## src/irq_pkg.sv

```systemverilog
// package for the audio/peripheral secondary interrupt controller
// assumes a plain strobe register port, one 40 MHz clock
package irq_pkg;
  localparam int ADDR_W = 8;
  localparam int DATA_W = 32;
  localparam int AUDIO_N = 32;
  localparam int PERIPH_N = 12;
  // register offsets, byte addresses
  localparam logic [7:0] OFS_AUDIO_RISE   = 8'h00;
  localparam logic [7:0] OFS_AUDIO_FALL   = 8'h04;
  localparam logic [7:0] OFS_AUDIO_PRI    = 8'h08;
  localparam logic [7:0] OFS_AUDIO_HIGH   = 8'h0C;
  localparam logic [7:0] OFS_AUDIO_LOW    = 8'h10;
  localparam logic [7:0] OFS_AUDIO_HIGH_SH = 8'h14;
  localparam logic [7:0] OFS_AUDIO_LOW_SH = 8'h18;
  localparam logic [7:0] OFS_PERIPH_RISE  = 8'h1C;
  localparam logic [7:0] OFS_PERIPH_FALL  = 8'h20;
  localparam logic [7:0] OFS_PERIPH_LATCH = 8'h24;
  localparam logic [7:0] OFS_PERIPH_SH    = 8'h28;
  // sources that may use the falling edge
  localparam logic [31:0] AUDIO_FALL_OK  = 32'hFFC0_00FF;
  localparam logic [11:0] PERIPH_FALL_OK = 12'hFE0;
  // reset values: all audio sources low priority
  localparam logic [31:0] PRI_RESET  = 32'h0000_0000;
  localparam logic [31:0] MASK_RESET = 32'h0000_0000;
  // response latency of the interrupt lines
  localparam int LATENCY_CYC = 6;
  typedef struct packed {
    logic             wr;
    logic             rd;
    logic [ADDR_W-1:0] addr;
    logic [DATA_W-1:0] wdata;
  } reg_req_s;
endpackage

```

## src/audio_periph_irq_controller.sv

```systemverilog
// audio and peripheral group secondary interrupt controller
// assumes sources synchronous to clk, one-cycle strobes, no wait states
//
// Added by the designer: the address map and the address-and-strobe port.
`timescale 1ns/100ps
module audio_periph_irq_controller #(
  parameter int LATENCY = irq_pkg::LATENCY_CYC
) (
  // clock and reset
  input  wire logic                       clk,
  input  wire logic                       sys_rst,
  // register port
  input  wire irq_pkg::reg_req_s          bus_req,
  output logic [irq_pkg::DATA_W-1:0]      rdata,
  // sources
  input  wire logic [irq_pkg::AUDIO_N-1:0]  audio_irq_channels,
  input  wire logic [irq_pkg::PERIPH_N-1:0] periph_irq_channels,
  // core requests
  output logic                            audio_high_irq,
  output logic                            audio_low_irq,
  output logic                            periph_irq
);
  import irq_pkg::*;

  // delay used by the line checks, follows the pipe depth
  localparam int LAT_D = LATENCY;
  localparam int PAD_W = DATA_W - PERIPH_N;

  // enable and priority registers
  logic [AUDIO_N-1:0]  audio_rise_edge_enable;
  logic [AUDIO_N-1:0]  audio_fall_edge_enable;
  logic [AUDIO_N-1:0]  audio_priority_select;
  logic [PERIPH_N-1:0] periph_rise_edge_enable;
  logic [PERIPH_N-1:0] periph_fall_edge_enable;
  // latches
  logic [AUDIO_N-1:0]  audio_high_pri_latch;
  logic [AUDIO_N-1:0]  audio_low_pri_latch;
  logic [PERIPH_N-1:0] periph_irq_latch;
  // edge history
  logic [AUDIO_N-1:0]  audio_prev;
  logic [PERIPH_N-1:0] periph_prev;
  // response pipes
  logic [LATENCY-1:0]  high_pipe;
  logic [LATENCY-1:0]  low_pipe;
  logic [LATENCY-1:0]  per_pipe;

  function automatic logic hit(input reg_req_s q, input logic [ADDR_W-1:0] ofs);
    return q.addr == ofs;
  endfunction

  // one source: rise against its enable, fall only where the source allows it
  function automatic logic edge_hit(input logic now, input logic was, input logic rise_en,
                                    input logic fall_en, input logic fall_ok);
    return (now & ~was & rise_en) | (~now & was & fall_en & fall_ok);
  endfunction

  // bus decode
  wire                wr          = bus_req.wr;
  wire                rd          = bus_req.rd;
  wire                sel_a_rise  = hit(bus_req, OFS_AUDIO_RISE);
  wire                sel_a_fall  = hit(bus_req, OFS_AUDIO_FALL);
  wire                sel_a_pri   = hit(bus_req, OFS_AUDIO_PRI);
  wire                sel_a_high  = hit(bus_req, OFS_AUDIO_HIGH);
  wire                sel_a_low   = hit(bus_req, OFS_AUDIO_LOW);
  wire                sel_a_hi_sh = hit(bus_req, OFS_AUDIO_HIGH_SH);
  wire                sel_a_lo_sh = hit(bus_req, OFS_AUDIO_LOW_SH);
  wire                sel_p_rise  = hit(bus_req, OFS_PERIPH_RISE);
  wire                sel_p_fall  = hit(bus_req, OFS_PERIPH_FALL);
  wire                sel_p_latch = hit(bus_req, OFS_PERIPH_LATCH);
  wire                sel_p_sh    = hit(bus_req, OFS_PERIPH_SH);

  // latches and shadows have no write strobe: read only
  wire                wr_a_rise   = wr && sel_a_rise;
  wire                wr_a_fall   = wr && sel_a_fall;
  wire                wr_a_pri    = wr && sel_a_pri;
  wire                wr_p_rise   = wr && sel_p_rise;
  wire                wr_p_fall   = wr && sel_p_fall;
  wire                rd_high     = rd && sel_a_high;
  wire                rd_low      = rd && sel_a_low;
  wire                rd_per      = rd && sel_p_latch;

  // qualified edges; history resets to zero, masks are zero then too
  wire [AUDIO_N-1:0]  audio_event;
  wire [PERIPH_N-1:0] periph_event;
  wire [AUDIO_N-1:0]  audio_rise  = audio_irq_channels & ~audio_prev;
  wire [PERIPH_N-1:0] periph_rise = periph_irq_channels & ~periph_prev;
  genvar gi;
  generate
    for (gi = 0; gi < AUDIO_N; gi++) begin : g_audio_edge
      assign audio_event[gi] = edge_hit(audio_irq_channels[gi], audio_prev[gi], audio_rise_edge_enable[gi],
                                        audio_fall_edge_enable[gi], AUDIO_FALL_OK[gi]);
    end
    for (gi = 0; gi < PERIPH_N; gi++) begin : g_periph_edge
      assign periph_event[gi] = edge_hit(periph_irq_channels[gi], periph_prev[gi], periph_rise_edge_enable[gi],
                                         periph_fall_edge_enable[gi], PERIPH_FALL_OK[gi]);
    end
  endgenerate

  wire [AUDIO_N-1:0]  high_set = audio_event & audio_priority_select;
  wire [AUDIO_N-1:0]  low_set  = audio_event & ~audio_priority_select;

  // set wins over the read clear, so a racing edge is not lost
  wire [AUDIO_N-1:0]  next_high = (rd_high ? '0 : audio_high_pri_latch) | high_set;
  wire [AUDIO_N-1:0]  next_low  = (rd_low ? '0 : audio_low_pri_latch) | low_set;
  wire [PERIPH_N-1:0] next_per  = (rd_per ? '0 : periph_irq_latch) | periph_event;

  wire [DATA_W-1:0]   next_rdata =
      sel_a_rise                 ? audio_rise_edge_enable :
      sel_a_fall                 ? audio_fall_edge_enable :
      sel_a_pri                  ? audio_priority_select :
      (sel_a_high || sel_a_hi_sh) ? audio_high_pri_latch :
      (sel_a_low || sel_a_lo_sh)  ? audio_low_pri_latch :
      sel_p_rise                 ? {{PAD_W{1'b0}}, periph_rise_edge_enable} :
      sel_p_fall                 ? {{PAD_W{1'b0}}, periph_fall_edge_enable} :
      (sel_p_latch || sel_p_sh)   ? {{PAD_W{1'b0}}, periph_irq_latch} :
      '0;

  always_ff @(posedge clk) begin
    if (sys_rst) begin
      audio_rise_edge_enable <= MASK_RESET;
    end else if (wr_a_rise) begin
      audio_rise_edge_enable <= bus_req.wdata;
    end
  end

  always_ff @(posedge clk) begin
    if (sys_rst) begin
      audio_fall_edge_enable <= MASK_RESET;
    end else if (wr_a_fall) begin
      audio_fall_edge_enable <= bus_req.wdata;
    end
  end

  always_ff @(posedge clk) begin
    if (sys_rst) begin
      audio_priority_select <= PRI_RESET;
    end else if (wr_a_pri) begin
      audio_priority_select <= bus_req.wdata;
    end
  end

  always_ff @(posedge clk) begin
    if (sys_rst) begin
      periph_rise_edge_enable <= MASK_RESET[PERIPH_N-1:0];
    end else if (wr_p_rise) begin
      periph_rise_edge_enable <= bus_req.wdata[PERIPH_N-1:0];
    end
  end

  always_ff @(posedge clk) begin
    if (sys_rst) begin
      periph_fall_edge_enable <= MASK_RESET[PERIPH_N-1:0];
    end else if (wr_p_fall) begin
      periph_fall_edge_enable <= bus_req.wdata[PERIPH_N-1:0];
    end
  end

  always_ff @(posedge clk) begin
    if (sys_rst) begin
      audio_high_pri_latch <= '0;
    end else begin
      audio_high_pri_latch <= next_high;
    end
  end

  always_ff @(posedge clk) begin
    if (sys_rst) begin
      audio_low_pri_latch <= '0;
    end else begin
      audio_low_pri_latch <= next_low;
    end
  end

  always_ff @(posedge clk) begin
    if (sys_rst) begin
      periph_irq_latch <= '0;
    end else begin
      periph_irq_latch <= next_per;
    end
  end

  // history resets to zero: a source high at release looks like a rise
  always_ff @(posedge clk) begin
    if (sys_rst) begin
      audio_prev  <= '0;
      periph_prev <= '0;
    end else begin
      audio_prev  <= audio_irq_channels;
      periph_prev <= periph_irq_channels;
    end
  end

  always_ff @(posedge clk) begin
    if (sys_rst) begin
      rdata <= '0;
    end else begin
      rdata <= rd ? next_rdata : '0;
    end
  end

  // line follows the latch LATENCY cycles later, like the core's own path
  always_ff @(posedge clk) begin
    if (sys_rst) begin
      high_pipe <= '0;
      low_pipe  <= '0;
      per_pipe  <= '0;
    end else begin
      high_pipe <= {high_pipe[LATENCY-2:0], |audio_high_pri_latch};
      low_pipe  <= {low_pipe[LATENCY-2:0], |audio_low_pri_latch};
      per_pipe  <= {per_pipe[LATENCY-2:0], |periph_irq_latch};
    end
  end

  assign audio_high_irq = high_pipe[LATENCY-1];
  assign audio_low_irq  = low_pipe[LATENCY-1];
  assign periph_irq     = per_pipe[LATENCY-1];

  // assertions
  property p_high_latency;
    @(posedge clk) disable iff (sys_rst) (|audio_high_pri_latch) |-> ##LAT_D audio_high_irq;
  endproperty
  a_high_latency: assert property (p_high_latency) else $error("high line late");
  property p_low_line;
    @(posedge clk) disable iff (sys_rst) $past(|audio_low_pri_latch, LAT_D) |-> audio_low_irq;
  endproperty
  a_low_line: assert property (p_low_line) else $error("low line wrong");
  property p_per_line;
    @(posedge clk) disable iff (sys_rst) $past(|periph_irq_latch, LAT_D) == periph_irq;
  endproperty
  a_per_line: assert property (p_per_line) else $error("periph line wrong");
  property p_high_clear;
    @(posedge clk) disable iff (sys_rst) rd_high && !(|high_set) |=> audio_high_pri_latch == '0;
  endproperty
  a_high_clear: assert property (p_high_clear) else $error("high not cleared");
  property p_per_clear;
    @(posedge clk) disable iff (sys_rst) rd_per |=> periph_irq_latch == $past(periph_event);
  endproperty
  a_per_clear: assert property (p_per_clear) else $error("periph clear wrong");
  property p_shadow;
    @(posedge clk) disable iff (sys_rst)
      rd && sel_a_lo_sh |=> audio_low_pri_latch == ($past(audio_low_pri_latch) | $past(low_set));
  endproperty
  a_shadow: assert property (p_shadow) else $error("shadow read cleared");
  property p_keep_event;
    @(posedge clk) disable iff (sys_rst) |low_set |=> (audio_low_pri_latch & $past(low_set)) == $past(low_set);
  endproperty
  a_keep_event: assert property (p_keep_event) else $error("event lost");
  property p_priority;
    @(posedge clk) disable iff (sys_rst)
      |audio_event |=> (audio_high_pri_latch & ~$past(audio_priority_select) & $past(audio_event)) == '0;
  endproperty
  a_priority: assert property (p_priority) else $error("wrong latch");
  property p_no_fall_event;
    @(posedge clk) disable iff (sys_rst) ((audio_event & ~AUDIO_FALL_OK) & ~audio_rise) == '0;
  endproperty
  a_no_fall_event: assert property (p_no_fall_event) else $error("fall on event source");
  property p_high_line;
    @(posedge clk) disable iff (sys_rst) $past(|audio_high_pri_latch, LAT_D) == audio_high_irq;
  endproperty
  a_high_line: assert property (p_high_line) else $error("high line wrong");
  property p_low_clear;
    @(posedge clk) disable iff (sys_rst) rd_low && !(|low_set) |=> audio_low_pri_latch == '0;
  endproperty
  a_low_clear: assert property (p_low_clear) else $error("low not cleared");
  property p_per_keep;
    @(posedge clk) disable iff (sys_rst) |periph_event |=> (periph_irq_latch & $past(periph_event)) == $past(periph_event);
  endproperty
  a_per_keep: assert property (p_per_keep) else $error("periph event lost");
  property p_rdata_idle;
    @(posedge clk) disable iff (sys_rst) !rd |=> rdata == '0;
  endproperty
  a_rdata_idle: assert property (p_rdata_idle) else $error("read data without read");
  property p_high_shadow;
    @(posedge clk) disable iff (sys_rst)
      rd && sel_a_hi_sh |=> audio_high_pri_latch == ($past(audio_high_pri_latch) | $past(high_set));
  endproperty
  a_high_shadow: assert property (p_high_shadow) else $error("high shadow read cleared");
  property p_per_shadow;
    @(posedge clk) disable iff (sys_rst)
      rd && sel_p_sh |=> periph_irq_latch == ($past(periph_irq_latch) | $past(periph_event));
  endproperty
  a_per_shadow: assert property (p_per_shadow) else $error("periph shadow read cleared");
  property p_per_rdata;
    @(posedge clk) disable iff (sys_rst) rd_per |=> rdata == {{PAD_W{1'b0}}, $past(periph_irq_latch)};
  endproperty
  a_per_rdata: assert property (p_per_rdata) else $error("periph latch read wrong");
  property p_per_no_fall;
    @(posedge clk) disable iff (sys_rst) ((periph_event & ~PERIPH_FALL_OK) & ~periph_rise) == '0;
  endproperty
  a_per_no_fall: assert property (p_per_no_fall) else $error("fall on rise-only periph source");
  c_high: cover property (@(posedge clk) audio_high_irq);
  c_low:  cover property (@(posedge clk) audio_low_irq);
  c_per:  cover property (@(posedge clk) periph_irq);
  c_race: cover property (@(posedge clk) rd_low && |low_set);
  c_high_clear: cover property (@(posedge clk) rd_high && |audio_high_pri_latch);
endmodule

```

## config.mk

```make
export PLATFORM = sky130hd
export DESIGN_NAME = audio_periph_irq_controller
export DESIGN_NICKNAME = d
export VERILOG_FILES = /design/src/irq_pkg.sv /design/src/audio_periph_irq_controller.sv
export SDC_FILE = /design/constraint.sdc
export NUM_CORES = 1
export LEC_CHECK = 0
export ABC_AREA = 1
export BUFFER_PORTS_ARGS = -buffer_cell sky130_fd_sc_hd__buf_4
export CORE_MARGIN = 3
export CORE_UTILIZATION = 55
export DETAILED_ROUTE_END_ITERATION = 8
export PLACE_DENSITY_LB_ADDON = 0.2
export SETUP_SLACK_MARGIN = 0.4
export SLEW_MARGIN = 30
export SYNTH_ARGS = -nofsm -noshare
export SYNTH_HDL_FRONTEND = slang
export SYNTH_SLANG_ARGS = --single-unit
export TNS_END_PERCENT = 100
```

## constraint.sdc

```tcl
create_clock -name clk -period 2.25 [get_ports clk]
set_input_delay 0.45 -clock clk [delete_from_list [all_inputs] [get_ports clk]]
set_output_delay 0.45 -clock clk [all_outputs]
set_load 0.03 [all_outputs]
```

# Word level (Yosys, flattened, before mapping)
# Index checks and enable logic that the tools add are counted.
# op_classes
reduce_logical	16
n_mux	11
n_bitwise	239
eq_ne	10
# op_table
operator	n
2-to-1 mux 32 bit	9
AND 1 bit	138
NOT 1 bit	70
AND 32 bit	2
bitwise OR 32 bit	2
OR reduction 32 bit	2
== test 8 x 5 -> 1 bit (second input constant)	4
NOT 32 bit	1
bitwise OR 1 bit	25
== test 8 x 6 -> 1 bit (second input constant)	3
2-to-1 mux 12 bit	2
== test 8 x 4 -> 1 bit (second input constant)	2
bitwise OR 12 bit	1
OR reduction 12 bit	1
== test 8 x 3 -> 1 bit (second input constant)	1
logical AND 1 bit	8
zero test 8 bit	1
logical OR 1 bit	3
OR reduction 2 bit	1
# totals
in_bits	88
reg_bits	290
out_inout_bits	35

# Longest topological paths before layout
# Gate-level depths: netlist (run 1).
# depth
depth_word	10
mapped_depth	12

# Worst setup path before layout (run 1)
# Ideal clock, no wire load.
# synth_path
path_type	input to register
start	input bus_req[39] (netlist name)
end	register audio_rise_edge_enable[21]
arrival_ns	1.409
setup_slack_ns	0.727
setup_ns	0.113
path_buffers	1
stages	9
path_cell_list	nor2_4 > nand3_2 > nor2_4 > inv_2 > nor2_4 > inv_2 > buf_2 > nor2_1 > nor2_1
# synth_via
elab_chain_len	2
# synth_lines
item	line	source
from (decl)	audio_periph_irq_controller.sv:13	input wire irq_pkg::reg_req_s bus_req,
zero test 8 bit	audio_periph_irq_controller.sv:48	return q.addr == ofs;
logical AND 1 bit	audio_periph_irq_controller.sv:73	wire wr_a_rise = wr && sel_a_rise;
to (signal assigned)	audio_periph_irq_controller.sv:122	audio_rise_edge_enable <= bus_req.wdata;
to (decl)	audio_periph_irq_controller.sv:30	logic [AUDIO_N-1:0] audio_rise_edge_enable;
# Every way passes these cells.
# A chain may end at the register's enable or synchronous reset.

# Worst setup path after layout (run 1)
# layout_path
start	register audio_low_pri_latch[19]
end	register low_pipe[0]
# layout_via
elab_chain_len	1
# layout_lines
item	line	source
from (decl)	audio_periph_irq_controller.sv:37	logic [AUDIO_N-1:0] audio_low_pri_latch;
from (signal assigned)	audio_periph_irq_controller.sv:170	audio_low_pri_latch <= next_low;
OR reduction 32 bit	audio_periph_irq_controller.sv:209	low_pipe <= {low_pipe[LATENCY-2:0], |audio_low_pri_latch};
to (signal assigned)	audio_periph_irq_controller.sv:209	
to (decl)	audio_periph_irq_controller.sv:44	logic [LATENCY-1:0] low_pipe;
# Every way passes these cells.

==> metrics, run 1 <==
Most common cell on crit path=nor2_1; synthesized instance count=1557; CP Cell Sequence=nor4_1, nand4_1, nor2_1, nor2_1; I/O pin cnt=123; top post-synthesis cells by count=292 x nand2_1, 290 x dfxtp_1, 274 x nor2_1; Slew @ Worst Pin=795.7 ps; Die X=150.6 µm; FF+latch area=0.005806 mm²; area of the multi-input gates=0.004703 mm²; worst hold endpoint=audio_prev[5]; all-layer global routing usage=0.2802; initial antenna violation count=0; Post-DP Area=0.01258 mm²; Netlist Area Pre-Place=0.01151 mm²; vias per cell=5.479; Root Driver=clkbuf_16; # hold bufs at CTS=0; Worst-Skew Late Latency=550 ps; routed via count=10670; critical path capture point type=register; CP Max Fanout=3; drt first pass iters=6; largest net degree at the start of global routing=146; Post-Syn Nets=1645; leak pwr=5.515 nW; Remaining Overflow, GRT=0; Layout Skew=7.509 ps; die area=0.02269 mm²; leading area contributor after synthesis=dfxtp_1; clock slew at reported path FFs=60 ps; WHS=118.6 ps; Placeable Area=0.02036 mm²; Final Hold Fails=0; HP Start=audio_irq_channels[5]; share of the synthesized area in the top cell type=0.5046; setup TNS=0 ps; CTS tree=built; Core Rows=52; routed wire length=32260 µm; max frequency=0.6396 GHz; outcome=completed; Clock Path Buffers=3; crit path DAT=1980 ps; Setup-failing EPs final=0; vias in the first global route=9984; DP HPWL=20410 µm; CP max stage delay=540 ps; layout cell share with drive strength beyond 1=0.1371; Hold Path Class=primary input to register; Slew headroom=0.4688; register area share after synthesis=0.5046; Worst R2R End=low_pipe[0]; Max-Cap Viols=0; launching element type of the critical path=register; RSZ-0062 raised after global routing=false; worst r2r src=audio_low_pri_latch[19]; worst hold stages=3; Sink Count=290; post-DR wirelength/cell=16.56 µm; filler instances=1771; CP required=2660 ps; mean post-synth cell area=7.390 µm²; layout net count=1742; Seq cells post-synth=290; CP max-delay cell=nor4_1; DRT antenna net count=0; Initial Util=0.5650; Chip Height=150.6 µm; ranking of synthesized cells by area=dfxtp_1 50%, nand2_1 9.5%, nor2_1 8.9%, a21oi_1 6.7%, o21ai_0 5.1%; worst reg-to-reg setup slack=690 ps; TritonCTS Buffers=30; first-pass GRT wire length=50820 µm; diodes inserted=0; post-CTS setup buffer count=0; drt drc=0; WS Path Type=register to register; most frequent cell after synthesis=nand2_1; ys flop type=dfxtp_1; Power Density=768.8 mW/mm²; IO Port Bufs=122; Post-synth EDFFs=0; Area growth, synth to finish=17.80%; FF-to-FF path depth=4; Period minus WS final=1563 ps; fin area=0.01355 mm²; Final period util=0.6949; Slew Limit Fails=0; PostCTS Resize Cnt=0; Final Wtd Congestion=0.8742; H-tree Lvls=1; Iter 0 DRT Violations=859; Ys Warns=0; Yosys cell types=27; Post-synth ARST share=0; VDD IR-drop max=0.7137 mV
==> stage by stage <==
step | cells | setup WS, ps | power (mW) | utilization
floorplan | 1557 | 727.3 | 5.497 | -
global route | 1948 | 584.2 | 10.74 | 0.6656
finish | 1948 | 686.5 | 10.42 | 0.6656
CTS | 1948 | 699.9 | 10.47 | 0.6656
global placement | 1892 | 231.1 | 5.726 | 0.6178
detailed placement | 1892 | 185.1 | 5.735 | 0.6178
==> routing by layer <==
metal | global-route usage | wire length (µm) | share of wire | vias to the layer above
met5 | 0 | 0 | 0 | -
met4 | 0.1097 | 1250 | 0.039 | 0
met3 | 0.04094 | 2365 | 0.073 | 92
met2 | 0.4797 | 15240 | 0.47 | 438
met1 | 0.3576 | 13410 | 0.42 | 4899
li1 | - | - | - | 5244
==> worst max-delay path: cells and delay by family, from the launching register on <==
| kind | cells | cell delay [ps] |
|---|---|---|
| DFF | 1 | 320 |
| and+or+nand+nor | 4 | 1100 |
==> worst max-delay path by stage <==
| stage | depth (start not counted) | startpoint | slack [ps] | to |
|---|---|---|---|---|
| after floorplan | 9 | bus_req[39] | 730 | audio_rise_edge_enable[21] |
| after global placement | 9 | bus_req[32] | 230 | periph_fall_edge_enable[9] |
| after detailed placement | 9 | bus_req[32] | 190 | periph_fall_edge_enable[7] |
| after CTS | 1 | rdata[11] | 700 | rdata[11] |
| after global routing | 9 | bus_req[32] | 580 | periph_fall_edge_enable[5] |
| final | 4 | audio_low_pri_latch[19] | 690 | low_pipe[0] |
==> layout by cell type, fill, tap and decap left out, types with 2 or more instances in the layout <==
cell type,count
nand3_1,72
clkbuf_16,31
dfxtp_1,290
a21boi_0,3
buf_12,7
clkbuf_8,7
nor2_1,274
o21ai_0,117
clkbuf_1,2
inv_1,137
a31oi_1,8
a41oi_1,6
o21ai_1,25
nor4_1,19
inv_2,13
nand2_1,292
clkinvlp_4,5
a21oi_1,153
nor2_4,7
nor2_2,3
a41oi_2,2
nand4_1,48
buf_4,137
clkinv_2,11
nand2_2,5
==> final cells by class <==
class / instances / share of cell area
Clock buffer: 40 / 0.06489
Inverter: 151 / 0.04182
Tap cell: 270 / 0.02492
Multi-Input combinational cell: 1037 / 0.3470
Sequential cell: 290 / 0.4283
Clock inverter: 16 / 0.006831
Timing Repair Buffer: 144 / 0.08622
==> power breakdown <==
part | leakage (nW) | switching (mW) | internal (mW)
clock network | 0.478 | 2.05 | 2.74
logic | 2.69 | 0.266 | 0.159
registers | 2.35 | 0.0203 | 5.18
total | 5.51 | 2.34 | 8.08
==> logic make-up (layout without fill, tap and decap cells) <==
kind of cell           Yosys count  count (layout)  share of synthesized area
AND/OR/NAND/NOR                723             723                     0.2667
AO/OA/AOI/OAI                  314             314                     0.1420
buffers and inverters          230             351                    0.08667
flip-flops                     290             290                     0.5046
==> registers in the layout, summed over array words and instances, names as in the netlist, 32 cells and up <==
name / flops
audio_priority_select: 32
audio_rise_edge_enable: 32
rdata: 32
audio_low_pri_latch: 32
audio_high_pri_latch: 32
audio_fall_edge_enable: 32
audio_prev: 32
Note: power is estimated with default switching activity, not from simulation.
==> run 2: changes to the inputs <==
--- a/config.mk
+++ b/config.mk
@@ -5,10 +5,10 @@
 export SDC_FILE = /design/constraint.sdc
 export NUM_CORES = 1
 export LEC_CHECK = 0
-export ABC_AREA = 1
+export ABC_AREA = 0
 export BUFFER_PORTS_ARGS = -buffer_cell sky130_fd_sc_hd__buf_4
 export CORE_MARGIN = 3
-export CORE_UTILIZATION = 55
+export CORE_UTILIZATION = 53
 export DETAILED_ROUTE_END_ITERATION = 8
 export PLACE_DENSITY_LB_ADDON = 0.2
 export SETUP_SLACK_MARGIN = 0.4
==> constraint.sdc (replaced) <==
create_clock -name clk -period 1.35 [get_ports clk]
set_input_delay 0.27 -clock clk [delete_from_list [all_inputs] [get_ports clk]]
set_output_delay 0.27 -clock clk [all_outputs]
set_load 0.03 [all_outputs]
==> run 2 against run 1 <==
The run now ends with DRC, setup timing left. Register-to-register slack lost 1500 ps. Global-route usage rose by 12 points. Die area grew 6.7%. Critical path type is now primary input to register. Via count grew 38%. Largest cell class is now multi-input gates. Critical path depth up 5. Non-clock buffer count is 242 higher. Setup slack worse by 1700 ps. Clock skew rose by 28 ps.
==> metrics, run 2 <==
layout cell share with drive strength beyond 1=0.4754 (was 0.1371); Yosys cell types=53 (was 27); Initial Util=0.5417 (was 0.5650); mean post-synth cell area=8.167 µm² (was 7.390 µm²); I/O pin cnt=123 (unchanged); Netlist Area Pre-Place=0.01186 mm² (was 0.01151 mm²); Crit. path cell count=9 (was 4); Slew Limit Fails=0 (unchanged); all-layer global routing usage=0.3956 (was 0.2802); leading area contributor after synthesis=dfxtp_1 (unchanged); DP HPWL=25180 µm (was 20410 µm); ranking of synthesized cells by area=dfxtp_1 49%, nand2_1 9.8%, a21oi_1 9.5%, o21ai_0 3.4%, nor2_1 3.3% (was dfxtp_1 50%, nand2_1 9.5%, nor2_1 8.9%, a21oi_1 6.7%, o21ai_0 5.1%); register area share after synthesis=0.4896 (was 0.5046); filler instances=743 (was 1771); Slew headroom=0.2575 (was 0.4688); Post-Layout Cell Count=2072 (was 1948); Max-Cap Viols=0 (unchanged); Sink Count=290 (unchanged); mux contribution to synthesized area=0.02110 (was 0); max frequency=0.4194 GHz; complex-gate fraction of the synthesized area=0.2077 (was 0.1420); Ys Warns=0 (unchanged); Simple-Gate Fraction of Synth Area=0.2360 (was 0.2667); Die X=155.6 µm (was 150.6 µm); RSZ-0062 raised after global routing=true (was false); Post-DP Area=0.01397 mm² (was 0.01258 mm²); Synth Area in XOR/XNOR=0.0007386 (was 0); synthesized instance count=1452 (was 1557); Most common cell on crit path=buf_4 (was nor2_1); routed via count=14740 (was 10670); Core Rows=54 (was 52); post-DR wirelength/cell=31.03 µm (was 16.56 µm); FF+latch area=0.005872 mm² (was 0.005806 mm²); H-tree Lvls=1 (unchanged); most frequent cells in the layout=241 x dfxtp_1, 169 x buf_4, 151 x a21oi_2, 147 x nand2_1, 118 x nand2_4 (was 292 x nand2_1, 290 x dfxtp_1, 274 x nor2_1, 153 x a21oi_1); initial antenna violation count=6 (was 0); Remaining Overflow, GRT=0 (unchanged); Worst Slack Setup Final=-1034 ps (was 686.5 ps); IO Port Bufs=122 (unchanged); Final Wtd Congestion=0.8983 (was 0.8742); Worst-Skew Late Latency=590 ps (was 550 ps); Area growth, synth to finish=65.47% (was 17.80%); Layout Skew=35.39 ps (was 7.509 ps); WS Path Type=primary input to register (was register to register); Hold Path Class=primary input to register (unchanged); Final Util=0.8964 (was 0.6656); top post-synthesis cells by count=310 x nand2_1, 290 x dfxtp_1, 226 x a21oi_1 (was 292 x nand2_1, 290 x dfxtp_1, 274 x nor2_1); largest family of logic cells by synthesized area=simple AND/OR/NAND/NOR gates (unchanged); Placeable Area=0.02189 mm² (was 0.02036 mm²); Seq cells post-synth=290 (unchanged); die area=0.02421 mm² (was 0.02269 mm²); first-pass GRT wire length=75010 µm (was 50820 µm); Root Driver=clkbuf_16 (unchanged); TritonCTS Buffers=29 (was 30); CP max-delay cell=o21ai_0 (was nor4_1); drt drc=1 (was 0); worst hold stages=3 (unchanged); outcome=finished, violations left (was completed); launching element type of the critical path=primary input (was register); Iter 0 DRT Violations=2546 (was 859); CTS tree=built (unchanged); most frequent cell after synthesis=nand2_1 (unchanged); vias per cell=7.111 (was 5.479); Final period util=1.766; FF-to-FF path depth=4 (unchanged); family with the most delay on the worst path=compound AO/OA/AOI/OAI gates (was simple AND/OR/NAND/NOR gates); leak pwr=7.775 nW (was 5.515 nW); critical path capture point type=register (unchanged); Post-synth ARST share=0 (unchanged); largest net degree at the start of global routing=74 (was 146); Setup-failing EPs final=153 (was 0); dpl cells=1866 (was 1892); Clock Path Buffers=3 (unchanged); CP required=1820 ps (was 2660 ps); fin area=0.01962 mm² (was 0.01355 mm²); Post-Syn Nets=1540 (was 1645); share of the synthesized area in the top cell type=0.4896 (was 0.5046); Power Density=990.2 mW/mm² (was 768.8 mW/mm²); buffers and inverters on the worst path=5 (was 0); Post-synth EDFFs=0 (unchanged); most common cell after layout, fill and taps aside=dfxtp_1 (was nand2_1); clock slew at reported path FFs=70 ps (was 60 ps); routed wire length=64290 µm (was 32260 µm); Chip Height=155.6 µm (was 150.6 µm); failing checks=DRC, setup timing; area of the multi-input gates=0.007861 mm² (was 0.004703 mm²); drt first pass iters=9 (was 6); CP max stage delay=900 ps (was 540 ps); Final Hold Fails=0 (unchanged); vias in the first global route=13480 (was 9984); Slew @ Worst Pin=1102 ps (was 795.7 ps); DRT antenna net count=0 (unchanged); ys flop type=dfxtp_1 (unchanged); crit path DAT=2850 ps (was 1980 ps); Period minus WS final=2384 ps; VDD IR-drop max=1.075 mV (was 0.7137 mV); diodes inserted=0 (unchanged); Post-Synth Adder-Cell Area=0 (unchanged); CP Max Fanout=20 (was 3); CP Cell Sequence=buf_4, buf_4, inv_2, buf_4, buf_4, o21ai_0, a21oi_1, a21oi_1, nor2_2 (was nor4_1, nand4_1, nor2_1, nor2_1); layout net count=1857 (was 1742)
-- run 2: cell count changes after synthesis, sizes merged, moves of 18 or more --
cell    change
nor2      -180
inv       -132
a21oi      +73
nand3      -69
nor2b      +62
o21ai      -59
nand4      -44
nand3b     +43
a22oi      +35
clkbuf     +27
mux2i      +25
o22ai      +20
nor3       +18
-- run 2: worst paths after layout --
kind	startpoint	to	slack, ps
max	bus_req[36]	rdata[30]	-1030
min	bus_req[4]	periph_rise_edge_enable[4]	30
max reg2reg	audio_low_pri_latch[30]	rdata[30]	-800
min reg2reg	low_pipe[0]	low_pipe[1]	440
-- run 2: per-layer routing --
| layer | global-route usage | part of all wire | up-vias |
|---|---|---|---|
| met5 | 0 | 0.0026 | - |
| met4 | 0.3072 | 0.12 | 12 |
| met3 | 0.1032 | 0.14 | 716 |
| met2 | 0.6487 | 0.42 | 1534 |
| met1 | 0.4375 | 0.31 | 6790 |
| li1 | - | - | 5683 |
-- run 2: what timing repair did --
action,in CTS,in global routing
pin swaps,174,193
cloned,23,5
hold buffers,65,0
endpoints found under the setup margin,263,266
hold endpoints to repair,99,0
gates resized for setup,386,357
setup buffers,40,19
-- run 2: layout make-up --
type | count | area share
multi-input cells | 1044 | 0.4006
flip-flops and latches | 290 | 0.2992
repair buffers | 386 | 0.2247
clock buffers | 45 | 0.04616
well taps | 280 | 0.01785
clock inverters | 9 | 0.007970
inverters | 18 | 0.003443
-- run 2: logic make-up (layout without fill, tap and decap cells) --
family,after synthesis,count (layout)
xor+xnor,1,1
simple gates,599,599
mux,25,25
flops,290,290
buf+inv,118,458
compound gates,419,419
-- run 2: where the power goes --
| part | leakage (nW) | switching, mW | internal, mW |
|---|---|---|---|
| clock network | 0.514 | 3.76 | 5.37 |
| registers | 2.37 | 0.0513 | 8.63 |
| logic | 4.89 | 0.943 | 0.675 |
| total | 7.77 | 4.76 | 14.7 |
-- run 2: tightest hold or removal path, delay by kind of cell --
family / cells / cell delay [ps]
buffers and inverters: 1 / 160
AOI/OAI and AO/OA: 1 / 40
and+or+nand+nor: 1 / 70
-- run 2: through the flow --
step / total power, mW / TNS [ps] / hold slack, ps / setup slack [ps]
after global routing: 19.64 / -18760 / 34.52 / -859.3
after floorplan: 9.332 / -35210 / 398.2 / -302.8
final: 19.43 / -18040 / 31.57 / -1034
after global placement: 9.844 / -94700 / 418.4 / -729.0
after detailed placement: 9.853 / -99540 / 421.2 / -761.2
after CTS: 18.80 / -1314 / 5.334 / -212.4
==> run 3: changes to the inputs <==
--- a/config.mk
+++ b/config.mk
@@ -8,7 +8,7 @@
 export ABC_AREA = 0
 export BUFFER_PORTS_ARGS = -buffer_cell sky130_fd_sc_hd__buf_4
 export CORE_MARGIN = 3
-export CORE_UTILIZATION = 53
+export CORE_UTILIZATION = 40
 export DETAILED_ROUTE_END_ITERATION = 8
 export PLACE_DENSITY_LB_ADDON = 0.2
 export SETUP_SLACK_MARGIN = 0.4
==> run 3 against run 2 <==
The run ends with hold timing, setup timing left. Clock power is 4.7% higher. Global-route usage is 13 points lower. Clock skew is 17 ps lower. Maximum frequency increased by 59%. Critical path depth shrank 2. Clock-buffer cell count grew 1. Flip-flop and latch count did not move. Total power is 0.83% higher. Wire length is 30% lower. Highest routed layer is now met4.
==> metrics, run 3 (synthesis results as in run 2) <==
Most common cell on crit path=buf_8 (was buf_4); CP max stage delay=630 ps (was 900 ps); failing checks=hold timing, setup timing (was DRC, setup timing); VDD IR-drop max=0.8280 mV (was 1.075 mV); Die X=178.2 µm (was 155.6 µm); drt drc=0 (was 1); Root Driver=clkbuf_16 (unchanged); outcome=finished, violations left (unchanged); WHS=-1.253 ps (was 31.57 ps); Power Density=1068 mW/mm² (was 990.2 mW/mm²); die area=0.03175 mm² (was 0.02421 mm²); CP required=1750 ps (was 1820 ps); Slew Limit Fails=0 (unchanged); Sink Count=290 (unchanged); H-tree Lvls=2 (was 1); clock slew at reported path FFs=60 ps (was 70 ps); all-layer global routing usage=0.2664 (was 0.3956); DP HPWL=26540 µm (was 25180 µm); Max-Cap Viols=0 (unchanged); launching element type of the critical path=primary input (unchanged); Slew @ Worst Pin=671.3 ps (was 1102 ps); layout net count=1794 (was 1857); routed wire length=45290 µm (was 64290 µm); CTS tree=built (unchanged); Slew headroom=0.5524 (was 0.2575); leak pwr=7.202 nW (was 7.775 nW); Final Wtd Congestion=0.9015 (was 0.8983); largest net degree at the start of global routing=111 (was 74); vias per cell=5.733 (was 7.111); most common cell after layout, fill and taps aside=dfxtp_1 (unchanged); Layout Skew=18.24 ps (was 35.39 ps); Chip Height=178.2 µm (was 155.6 µm); crit path DAT=1900 ps (was 2850 ps); Final period util=1.109 (was 1.766); worst slack, placed=-661.4 ps (was -761.2 ps); Iter 0 DRT Violations=1024 (was 2546); post-DR wirelength/cell=21.41 µm (was 31.03 µm); CP Max Fanout=5 (was 20); vias in the first global route=11470 (was 13480); RSZ-0062 raised after global routing=true (unchanged); Area growth, synth to finish=54.61% (was 65.47%); worst reg-to-reg setup slack=-110 ps (was -800 ps); DRT antenna net count=0 (unchanged); Remaining Overflow, GRT=0 (unchanged); Worst Slack Setup Final=-147.1 ps (was -1034 ps); max frequency=0.6680 GHz (was 0.4194 GHz); TritonCTS Buffers=34 (was 29); routed via count=12130 (was 14740); most frequent cells in the layout=247 x dfxtp_1, 232 x nand2_1, 147 x buf_4, 131 x a21oi_2, 98 x nor2_1 (was 241 x dfxtp_1, 169 x buf_4, 151 x a21oi_2, 147 x nand2_1, 118 x nand2_4); Hold Path Class=primary input to register (unchanged); Initial Util=0.4098 (was 0.5417); Placeable Area=0.02894 mm² (was 0.02189 mm²); initial antenna violation count=0 (was 6); first-pass GRT wire length=65590 µm (was 75010 µm); critical path capture point type=register (unchanged); Period minus WS final=1497 ps (was 2384 ps); I/O pin cnt=123 (unchanged); diodes inserted=0 (unchanged); Final Hold Fails=1 (was 0); layout cell share with drive strength beyond 1=0.3949 (was 0.4754); drt first pass iters=5 (was 9); Setup-failing EPs final=98 (was 153); Core Rows=62 (was 54); Worst-Skew Late Latency=520 ps (was 590 ps); Clock Path Buffers=3 (unchanged); CP max-delay cell=or4_4 (was o21ai_0); IO Port Bufs=122 (unchanged); CP Cell Sequence=buf_8, or4_4, buf_8, a221oi_4, a211o_1, a222oi_1, a211oi_1 (was buf_4, buf_4, inv_2, buf_4, buf_4, o21ai_0, a21oi_1, a21oi_1, nor2_2); WS Path Type=primary input to register (unchanged)
run 3: cell types whose count changed in the layout (fill, tap and decap cells not counted), moves of 20 or more:
cell / delta
dlygate4sd3_1: -31
a21oi_2: -20
nand2_2: -31
buf_4: -22
nand2_4: -53
nand2_1: +85
a21oi_1: +36
run 3: per-stage QoR:
step	util	instances	setup TNS [ps]	instance area, µm²	power [mW]
final	0.6337	2116	-5938	18340	19.59
after detailed placement	0.4856	1962	-98780	14050	9.881
after CTS	0.5881	2103	-1180	17020	19.54
after global routing	0.6337	2116	-10480	18340	20.11
after floorplan	-	1452	-35210	12320	9.332
after global placement	0.4856	1962	-93590	14050	9.871
run 3: power by group:
| group | internal, mW | switching, mW | total [mW] | leakage [nW] |
|---|---|---|---|---|
| registers | 8.64 | 0.0393 | 8.68 | 2.37 |
| logic | 0.591 | 0.753 | 1.34 | 4.25 |
| clock network | 5.84 | 3.73 | 9.57 | 0.587 |
run 3: final timing paths:
| kind | startpoint | end | cells after the start |
|---|---|---|---|
| setup reg to reg | audio_priority_select[2] | rdata[2] | 5 |
| setup / recovery | bus_req[39] | rdata[2] | 7 |
| hold reg to reg | per_pipe[1] | per_pipe[2] | 1 |
| hold / removal | audio_irq_channels[31] | audio_prev[31] | 2 |
run 3: worst max-delay path, delay by kind of cell:
family	cells	cell delay, ps
AO/OA/AOI/OAI	4	700
buffers and inverters	2	290
AND/OR/NAND/NOR	1	630
run 3: per-layer routing:
metal  GRT usage  vias up  share of wire
met3     0.03959      153          0.066
li1            -     5583              -
met2      0.4543      528           0.48
met4      0.1143        0          0.052
met5           0        -              0
met1      0.3355     5868           0.40
run 3: area by class of cell:
| type | count | area [µm²] |
|---|---|---|
| inverters | 18 | 72.57 |
| clock inverters | 16 | 165.2 |
| well taps | 384 | 480.5 |
| fillers | 2307 | 10600 |
| clock buffers | 46 | 1010 |
| flip-flops and latches | 290 | 5859 |
| multi-input cells | 1044 | 7092 |
| repair buffers | 318 | 3656 |
run 3: repair_timing:
item                                   4_1_cts  5_1_grt
buffers inserted                            28        5
endpoints found under the hold margin       34        0
pin swaps                                   60      157
gates cloned                                17        8
hold buffers                                34        0
resized for setup                          231      292
setup endpoints to repair                  266      266
